===== config.mk =====
export PLATFORM = sky130hd
export DESIGN_NAME = progressive_clock_ramp
export DESIGN_NICKNAME = d
export VERILOG_FILES = /design/src/frac_tick_gen.v /design/src/progressive_clock_ramp.v
export VERILOG_INCLUDE_DIRS = /design/src
export SDC_FILE = /design/constraint.sdc
export NUM_CORES = 1
export LEC_CHECK = 0
export BUFFER_PORTS_ARGS = -buffer_cell sky130_fd_sc_hd__buf_2
export CORE_MARGIN = 4
export CORE_UTILIZATION = 45
export CTS_BUF_LIST = sky130_fd_sc_hd__clkbuf_2 sky130_fd_sc_hd__clkbuf_4 sky130_fd_sc_hd__clkbuf_8
export DETAILED_ROUTE_END_ITERATION = 10
export PLACE_DENSITY = 0.67
export SYNTH_ARGS = -nofsm -noshare
export SYNTH_HDL_FRONTEND = slang
export SYNTH_HIERARCHICAL = 1
export SYNTH_SLANG_ARGS = --single-unit

===== constraint.sdc =====
create_clock -name i_clk -period 20.5 [get_ports i_clk]
set_clock_uncertainty 0.05 [all_clocks]
set_input_delay 3.075 -clock i_clk [delete_from_list [all_inputs] [get_ports i_clk]]
set_output_delay 3.075 -clock i_clk [all_outputs]
set_load 0.05 [all_outputs]

===== src/progressive_clock_ramp_defs.vh =====
// register map, field positions and reset values for the progressive clock ramp
// assumes a 32-bit plain register port with byte addresses, one word per register
`ifndef PROGRESSIVE_CLOCK_RAMP_DEFS_VH
`define PROGRESSIVE_CLOCK_RAMP_DEFS_VH

// ==========================================================
// register offsets
`define A_STEP_DUR      8'h00
`define A_MODE_CTRL     8'h04
`define A_STATUS        8'h08
`define A_CUR_DIV       8'h0c
`define A_PROG_DONE     8'h50
`define A_MODE_CFG_BASE 8'h10
`define A_CHANGE_BASE   8'h20
`define A_START_BASE    8'h30
`define A_END_BASE      8'h40
`define A_GROUP_MASK    8'hf0
`define A_INDEX_LSB     2

// ==========================================================
// field positions
`define F_MODE_SEL      1:0
`define F_LEVEL         2:0
`define F_CFG_SRC       5:4
`define F_CFG_CORE      8
`define F_RATE          15:0
`define F_INIT          31:16
`define F_DIV           15:0
`define F_SDUR          7:0

// ==========================================================
// reset values and constants
`define SDUR_RST        8'h10
`define DIV_UNITY       16'h03e7
`define SRC_INTERNAL    2'h0
`define MODE_DEFAULT    2'h0
`define REF_MHZ         16
`define CLK_MHZ         50

`endif


===== src/frac_tick_gen.v =====
// fractional tick generator: emits NUM pulses per DEN clocks, evenly spread
// assumes NUM < DEN and that the caller reads o_tick as a one-cycle enable
`timescale 1ns/1ps

module frac_tick_gen #(
    parameter NUM = 16,
    parameter DEN = 50,
    parameter AW  = 8
) (
    input  wire          i_clk,
    input  wire          i_rst,
    output reg           o_tick
);

    localparam [AW-1:0] STEP_NUM = NUM[AW-1:0];
    localparam [AW-1:0] STEP_DEN = DEN[AW-1:0];

    reg  [AW-1:0] acc_q;
    wire [AW-1:0] acc_sum;

    assign acc_sum = acc_q + STEP_NUM;

    always @(posedge i_clk or posedge i_rst)
    begin
        if (i_rst)
        begin
            acc_q  <= {AW{1'b0}};
            o_tick <= 1'b0;
        end
        else if (acc_sum >= STEP_DEN)
        begin
            acc_q  <= acc_sum - STEP_DEN;
            o_tick <= 1'b1;
        end
        else
        begin
            acc_q  <= acc_sum;
            o_tick <= 1'b0;
        end
    end

endmodule // frac_tick_gen


===== src/progressive_clock_ramp.v =====
// progressive clock ramp controller: steps the system clock divider on mode change
// assumes one 50 MHz clock, a plain register port and a pin-level warm reset request
//
// What this block does
// - power-on reset selects internal oscillator
// - differing power level triggers stepped ramp
// - same-mode entry ramps if level changed
// - ramp-down uses current source settings
// - ramp-up uses target source settings
// - step lasts step-duration reference clocks
// - first increment starts the ramp
// - start divider begins ramp-up
// - end divider ends ramp-down
// - cores enabled at low frequency on a level change; equal-level entry enables them at once at unity divider
// - warm reset while idle ramps back to oscillator when programmed, else switches at once
`timescale 1ns/1ps
`include "progressive_clock_ramp_defs.vh"

module progressive_clock_ramp #(
    parameter NSRC = 4,
    parameter NMODE = 4
) (
    input  wire        i_clk,
    input  wire        i_rst,
    input  wire [7:0]  i_addr,
    input  wire [31:0] i_wdata,
    input  wire        i_wr,
    input  wire        i_rd,
    output reg  [31:0] o_rdata,
    input  wire        i_warm_reset,
    output wire [1:0]  o_sys_src,
    output wire [15:0] o_sys_div,
    output wire [1:0]  o_cur_mode,
    output wire        o_core_en,
    output wire        o_ramp_busy
);

    // ==========================================================
    // states
    localparam [1:0] ST_IDLE = 2'h0;
    localparam [1:0] ST_DOWN = 2'h1;
    localparam [1:0] ST_SWITCH = 2'h2;
    localparam [1:0] ST_UP = 2'h3;

    // ==========================================================
    // address decode helper, used by both write and read paths
    function [2:0] group_of;
        input [7:0] addr;
        begin
            case (addr & `A_GROUP_MASK)
                `A_MODE_CFG_BASE: group_of = 3'h1;
                `A_CHANGE_BASE:   group_of = 3'h2;
                `A_START_BASE:    group_of = 3'h3;
                `A_END_BASE:      group_of = 3'h4;
                default:          group_of = 3'h0;
            endcase
        end
    endfunction

    wire [2:0] wr_grp;
    wire [2:0] rd_grp;
    wire [1:0] wr_idx;
    wire [1:0] rd_idx;

    assign wr_grp = group_of(i_addr);
    assign rd_grp = wr_grp;
    assign wr_idx = i_addr[`A_INDEX_LSB+1:`A_INDEX_LSB];
    assign rd_idx = wr_idx;

    // ==========================================================
    // software registers
    reg [7:0]  sdur_q;
    reg [31:0] mode_cfg_q [0:NMODE-1];
    reg [31:0] change_q   [0:NSRC-1];
    reg [15:0] start_q    [0:NSRC-1];
    reg [15:0] end_q      [0:NSRC-1];
    reg        prog_q;
    integer    k;

    always @(posedge i_clk or posedge i_rst)
    begin
        if (i_rst)
        begin
            sdur_q <= `SDUR_RST;
            prog_q <= 1'b0;
            for (k = 0; k < NMODE; k = k + 1)
            begin
                mode_cfg_q[k] <= 32'h0000_0000;
            end
            for (k = 0; k < NSRC; k = k + 1)
            begin
                change_q[k] <= 32'h0000_0000;
                start_q[k]  <= `DIV_UNITY;
                end_q[k]    <= `DIV_UNITY;
            end
        end
        else if (i_wr)
        begin
            if (i_addr == `A_STEP_DUR)
                sdur_q <= i_wdata[`F_SDUR];
            // settings count as programmed once software says so
            if (i_addr == `A_PROG_DONE)
                prog_q <= i_wdata[0];
            case (wr_grp)
                3'h1: mode_cfg_q[wr_idx] <= i_wdata;
                3'h2: change_q[wr_idx] <= i_wdata;
                3'h3: start_q[wr_idx] <= i_wdata[`F_DIV];
                3'h4: end_q[wr_idx] <= i_wdata[`F_DIV];
                default: ;
            endcase
        end
    end

    // ==========================================================
    // warm reset request from a pin: two flops, then edge detect
    reg wrst_s1_q;
    reg wrst_s2_q;
    reg wrst_s3_q;
    wire wrst_edge;

    always @(posedge i_clk or posedge i_rst)
    begin
        if (i_rst)
        begin
            wrst_s1_q <= 1'b0;
            wrst_s2_q <= 1'b0;
            wrst_s3_q <= 1'b0;
        end
        else
        begin
            wrst_s1_q <= i_warm_reset;
            wrst_s2_q <= wrst_s1_q;
            wrst_s3_q <= wrst_s2_q;
        end
    end

    assign wrst_edge = wrst_s2_q & ~wrst_s3_q;

    // ==========================================================
    // 16 MHz reference pacing derived from the 50 MHz clock
    wire ref_tick;

    frac_tick_gen #(
        .NUM (`REF_MHZ),
        .DEN (`CLK_MHZ),
        .AW  (8)
    ) u_ref_tick (
        .i_clk  (i_clk),
        .i_rst  (i_rst),
        .o_tick (ref_tick)
    );

    // ==========================================================
    // ramp state machine
    reg [1:0]  state_q;
    reg [1:0]  src_q;
    reg [15:0] div_q;
    reg [15:0] inc_q;
    reg [7:0]  cnt_q;
    reg [1:0]  cur_mode_q;
    reg [2:0]  cur_lvl_q;
    reg        core_en_q;
    reg [1:0]  tgt_mode_q;
    reg [1:0]  tgt_src_q;
    reg [2:0]  tgt_lvl_q;
    reg        tgt_core_q;

    wire [1:0]  req_mode;
    wire [31:0] req_cfg;
    wire [16:0] down_sum;
    wire [16:0] up_floor;
    wire        step_due;
    wire        mctl_wr;

    assign req_mode = i_wdata[`F_MODE_SEL];
    assign req_cfg  = mode_cfg_q[req_mode];
    assign mctl_wr  = i_wr & (i_addr == `A_MODE_CTRL);
    // ratio times thousand, increment added per step
    assign down_sum = {1'b0, div_q} + {1'b0, inc_q};
    assign up_floor = {1'b0, inc_q} + {1'b0, `DIV_UNITY};
    // step ends after step-duration reference ticks
    assign step_due = ref_tick & ((sdur_q == 8'h00) | (cnt_q + 8'h01 >= sdur_q));

    always @(posedge i_clk or posedge i_rst)
    begin
        if (i_rst)
        begin
            state_q    <= ST_IDLE;
            src_q      <= `SRC_INTERNAL;
            div_q      <= `DIV_UNITY;
            inc_q      <= 16'h0000;
            cnt_q      <= 8'h00;
            cur_mode_q <= `MODE_DEFAULT;
            cur_lvl_q  <= 3'h0;
            core_en_q  <= 1'b0;
            tgt_mode_q <= `MODE_DEFAULT;
            tgt_src_q  <= `SRC_INTERNAL;
            tgt_lvl_q  <= 3'h0;
            tgt_core_q <= 1'b0;
        end
        else
        begin
            if (state_q == ST_DOWN || state_q == ST_UP)
                cnt_q <= step_due ? 8'h00 : (ref_tick ? cnt_q + 8'h01 : cnt_q);
            else
                cnt_q <= 8'h00;
            case (state_q)
                ST_IDLE:
                begin
                    // warm reset outranks a mode write in the same cycle
                    if (wrst_edge)
                    begin
                        tgt_mode_q <= `MODE_DEFAULT;
                        tgt_src_q  <= `SRC_INTERNAL;
                        tgt_lvl_q  <= mode_cfg_q[0][`F_LEVEL];
                        tgt_core_q <= 1'b0;
                        // warm reset ramps back when programmed
                        if (prog_q && src_q != `SRC_INTERNAL)
                        begin
                            state_q <= ST_DOWN;
                            div_q   <= `DIV_UNITY;
                            inc_q   <= change_q[src_q][`F_RATE];
                        end
                        else
                        begin
                            state_q <= ST_SWITCH;
                        end
                    end
                    // mode control write starts a change
                    else if (mctl_wr)
                    begin
                        tgt_mode_q <= req_mode;
                        tgt_src_q  <= req_cfg[`F_CFG_SRC];
                        tgt_lvl_q  <= req_cfg[`F_LEVEL];
                        tgt_core_q <= req_cfg[`F_CFG_CORE];
                        // same mode with edited level differs too
                        if (req_cfg[`F_LEVEL] != cur_lvl_q && src_q != `SRC_INTERNAL)
                        begin
                            state_q <= ST_DOWN;
                            div_q   <= `DIV_UNITY;
                            inc_q   <= change_q[src_q][`F_RATE];
                        end
                        else if (req_cfg[`F_LEVEL] != cur_lvl_q)
                        begin
                            state_q <= ST_SWITCH;
                        end
                        else
                        begin
                            // equal levels switch at once, no pacing
                            src_q      <= req_cfg[`F_CFG_SRC];
                            cur_mode_q <= req_mode;
                            core_en_q  <= req_cfg[`F_CFG_CORE];
                            div_q      <= `DIV_UNITY;
                        end
                    end
                end
                ST_DOWN:
                begin
                    // current source rate and end value pace descent
                    if (step_due)
                    begin
                        // clamp at end divider of current source
                        if (down_sum >= {1'b0, end_q[src_q]})
                        begin
                            div_q   <= end_q[src_q];
                            state_q <= ST_SWITCH;
                        end
                        else
                        begin
                            div_q <= down_sum[15:0];
                            inc_q <= inc_q + change_q[src_q][`F_RATE];
                        end
                    end
                end
                ST_SWITCH:
                begin
                    // clock is now at its slow point; hand over the source
                    src_q      <= tgt_src_q;
                    cur_mode_q <= tgt_mode_q;
                    cur_lvl_q  <= tgt_lvl_q;
                    // cores come up while still slow
                    core_en_q  <= tgt_core_q;
                    if (tgt_src_q != `SRC_INTERNAL)
                    begin
                        state_q <= ST_UP;
                        div_q   <= start_q[tgt_src_q];
                        inc_q   <= change_q[tgt_src_q][`F_INIT];
                    end
                    else
                    begin
                        state_q <= ST_IDLE;
                        div_q   <= `DIV_UNITY;
                    end
                end
                ST_UP:
                begin
                    if (step_due)
                    begin
                        if (inc_q == 16'h0000 || {1'b0, div_q} <= up_floor)
                        begin
                            div_q   <= `DIV_UNITY;
                            state_q <= ST_IDLE;
                        end
                        else
                        begin
                            div_q <= div_q - inc_q;
                            if (inc_q > change_q[src_q][`F_RATE])
                                inc_q <= inc_q - change_q[src_q][`F_RATE];
                            else
                                inc_q <= 16'h0000;
                        end
                    end
                end
                default:
                begin
                    state_q <= ST_IDLE;
                end
            endcase
        end
    end

    assign o_sys_src   = src_q;
    assign o_sys_div   = div_q;
    assign o_cur_mode  = cur_mode_q;
    assign o_core_en   = core_en_q;
    assign o_ramp_busy = (state_q != ST_IDLE);

    // ==========================================================
    // read path: data one cycle after the strobe, zero otherwise
    always @(posedge i_clk or posedge i_rst)
    begin
        if (i_rst)
        begin
            o_rdata <= 32'h0000_0000;
        end
        else if (i_rd)
        begin
            case (rd_grp)
                3'h1: o_rdata <= mode_cfg_q[rd_idx];
                3'h2: o_rdata <= change_q[rd_idx];
                3'h3: o_rdata <= {16'h0000, start_q[rd_idx]};
                3'h4: o_rdata <= {16'h0000, end_q[rd_idx]};
                default:
                begin
                    case (i_addr)
                        `A_STEP_DUR:  o_rdata <= {24'h000000, sdur_q};
                        `A_MODE_CTRL: o_rdata <= {30'h0, cur_mode_q};
                        `A_STATUS:    o_rdata <= {22'h0, core_en_q, state_q,
                                                  cur_lvl_q, src_q, cur_mode_q};
                        `A_CUR_DIV:   o_rdata <= {16'h0000, div_q};
                        `A_PROG_DONE: o_rdata <= {31'h0, prog_q};
                        default:      o_rdata <= 32'h0000_0000;
                    endcase
                end
            endcase
        end
        else
        begin
            o_rdata <= 32'h0000_0000;
        end
    end

endmodule // progressive_clock_ramp


==> metrics.txt <==
status complete, no violations; vias in the first global route 21000; share of the synthesized area in the top cell type 0.369; Mapped Avg Cell Area 12.2 µm²; final hold vios 0; Congestion Overflow GR 0; drt drc 0; GPL Wtd Cong 0.971; first-pass GRT wire length 130000 µm; Final period util 0.305; routed wire length per instance 25.4 µm; Peak VDD IR 62.4 µV; initial antenna violation count 12; Worst path slowest cell a311oi_2; P_int between 0.002 and 0.0025 W; ANT nets after route 0; Initial Util 0.453; CP max stage delay 0.68 ns; aggregate global-route resource usage 0.251; Slew HR 0.180; layout cells sized above 1 0.387; Area Growth Syn to Fin 11.2%; Worst setup SP type flop; power per cell area 125 nW/µm²; Slew Limit Fails 0; Worst-Margin Slew 1.23 ns; Post-Syn Instances 2339; worst min path class reg -> reg; DRT Pass-1 Iters 5; Fmax achieved 160 MHz; die width 260 µm; Critical Path AT approximately 6.8 ns; FFs w/ async S/R, synth 1.00; HPWL Detailed roughly 59000 µm; max-cap violations 0; vias per inst 6.16; Buf/Inv on CP 1; CP required 21.04 ns; Worst-Skew Late Latency 0.68 ns; CP endpoint kind flop; Post-CTS Setup Repair Bufs 0; hold buffer count at CTS 0; final WL 84600 µm; Final setup viols 0; Chip Height 260 µm; die area 67500 µm²; core area 63000 µm²; top cell type by total area after synthesis dfrtp_1; root buf cell clkbuf_8; Ys Warns 6; post-CTS sizing 0; clock buffer depth 3; Core Util, Final 0.504; Netlist Area Pre-Place 28500 µm²; P_leak 14.0 nW; site row count just over 90; Fin Hold WS 0.301 ns; initial drt markers 1778; Sequential Power Share 0.329; Synth cell types 85; RSZ-0062 raised after global routing no; Seq/Total Area, Yosys 0.436; sw frac 0.398; Net Count, Synth 2497; CP max FO 11; port bufs 98; clock-pin slew on the worst setup and hold paths 0.07 ns; H-tree depth 3; Post-synth EDFFs 0; largest net degree at the start of global routing 128; CP Class reg -> reg; Place WS roughly 14 ns; top-count cell post-synth dfrtp_1; Post-synth top flop dfrtp_1; Net Sw Power 0.00157 W; final setup TNS 0 ns; Tmin final 6.25 ns; TritonCTS Buffers 84; CP delay by family, top compound AO/OA/AOI/OAI gates; #FFs+latches synth 494; largest cells by area after synthesis dfrtp_1, mux2_2, mux4_2, dfstp_2, ha_1; CTS tree yes; CTS sink count just under 500; power share of the clock group 0.245; Via Count 20500; IO Pins around 100; Net count, final 2564; Comb pwr share 0.426; crit path cell chain inv_1, ha_1, nor2_1, a221oi_1, o21ai_0, o21ai_0, nand2b_1, xnor2_1, ha_1, a21oi_1, nor2b_1, a2111oi_0, a31oi_1, a311oi_2, and2_0, a221oi_1, a311oi_1, a211o_1; setup ws final around 14 ns; Synth top cells by count dfrtp_1, mux2_2, mux4_2, nor2_1, clkbuf_1
==> worst paths after layout <==
kind	from	end	slack (ns)	cells after the start
worst max-delay path	inc_q[2]	o_sys_div[4]	14.25	18
worst min-delay path	wrst_s1_q	wrst_s2_q	0.30	0
worst max register to register	inc_q[2]	o_sys_div[4]	14.25	18
worst min register to register	wrst_s1_q	wrst_s2_q	0.30	0
max in group asynchronous	i_rst	mode_cfg_q[48]	15.41	4
min in group asynchronous	i_rst	u_ref_tick/acc_q[2]	2.39	2
==> sequential cells by signal, summed over array words and instances (netlist names), 2 cells and up <==
register          count
sdur_q                8
cur_lvl_q             3
o_cur_mode            2
o_sys_div            16
tgt_src_q             2
tgt_mode_q            2
change_q            128
o_sys_src             2
tgt_lvl_q             3
o_rdata              32
u_ref_tick/acc_q      7
mode_cfg_q          128
state_q               2
start_q              64
inc_q                16
cnt_q                 8
end_q                64
==> power groups by stage <==
| stage | combinational (W) | sequential [W] | clock [W] |
|---|---|---|---|
| 6_report | 0.00168 | 0.00130 | 0.000967 |
| 3_5_place_dp | 0.00165 | 0.00131 | 0 |
| 2_1_floorplan | 0.00118 | 0.00131 | 0 |
| 5_1_grt | 0.00184 | 0.00132 | 0.00103 |
| 3_3_place_gp | 0.00161 | 0.00130 | 0 |
| 4_1_cts | 0.00166 | 0.00130 | 0.000987 |
==> layer usage <==
metal | up-vias | wire [µm] | GRT usage
met4 | 10 | 2370 | 0.0759
met2 | 840 | 38600 | 0.386
met5 | - | 60 | 0
met3 | 164 | 7680 | 0.0653
li1 | 8873 | - | -
met1 | 10600 | 35900 | 0.351
==> placed cells by master, fill, tap and decap left out, types with 10 or more instances in the layout <==
master	count
a211oi_1	10
a21o_1	22
a21oi_1	93
a221o_1	14
a221oi_1	13
a22o_1	17
a22oi_1	55
a31oi_1	11
and3_1	11
buf_2	96
buf_4	42
clkbuf_4	34
clkbuf_8	107
dfrtp_1	417
dfstp_2	73
ha_1	109
inv_1	91
mux2_2	406
mux2i_1	18
mux4_2	150
nand2_1	116
nand2b_1	21
nand3_1	22
nor2_1	132
nor2b_1	18
nor3_1	18
o21a_1	10
o21ai_0	80
o21bai_1	11
o31ai_1	14
xnor2_1	51
xor2_1	15
==> layout make-up <==
| type | count | area [µm²] |
|---|---|---|
| multi-input cells | 1594 | 15200 |
| clock inverters | 15 | 144 |
| diodes | 6 | 15.0 |
| repair buffers | 139 | 807 |
| flip-flops and latches | 494 | 12500 |
| inverters | 93 | 357 |
| clock buffers | 141 | 1730 |
| fillers | 5485 | 31200 |
| well taps | 846 | 1060 |
==> kinds of logic after synthesis <==
| group | share of synthesized area |
|---|---|
| mux | 0.285 |
| flops | 0.436 |
| compound gates | 0.107 |
| simple gates | 0.0669 |
| buf+inv | 0.0341 |
| fa+ha+maj | 0.0506 |
| xor+xnor | 0.0203 |
==> through the flow <==
stage,instance area (µm²),total power [W],cells
floorplan,28500,0.00249,2339
global placement,29800,0.00291,3166
detailed placement,29800,0.00296,3166
CTS,31700,0.00395,3322
global route,31700,0.00419,3324
finish,31700,0.00395,3328
(Power assumes the default switching activity.)
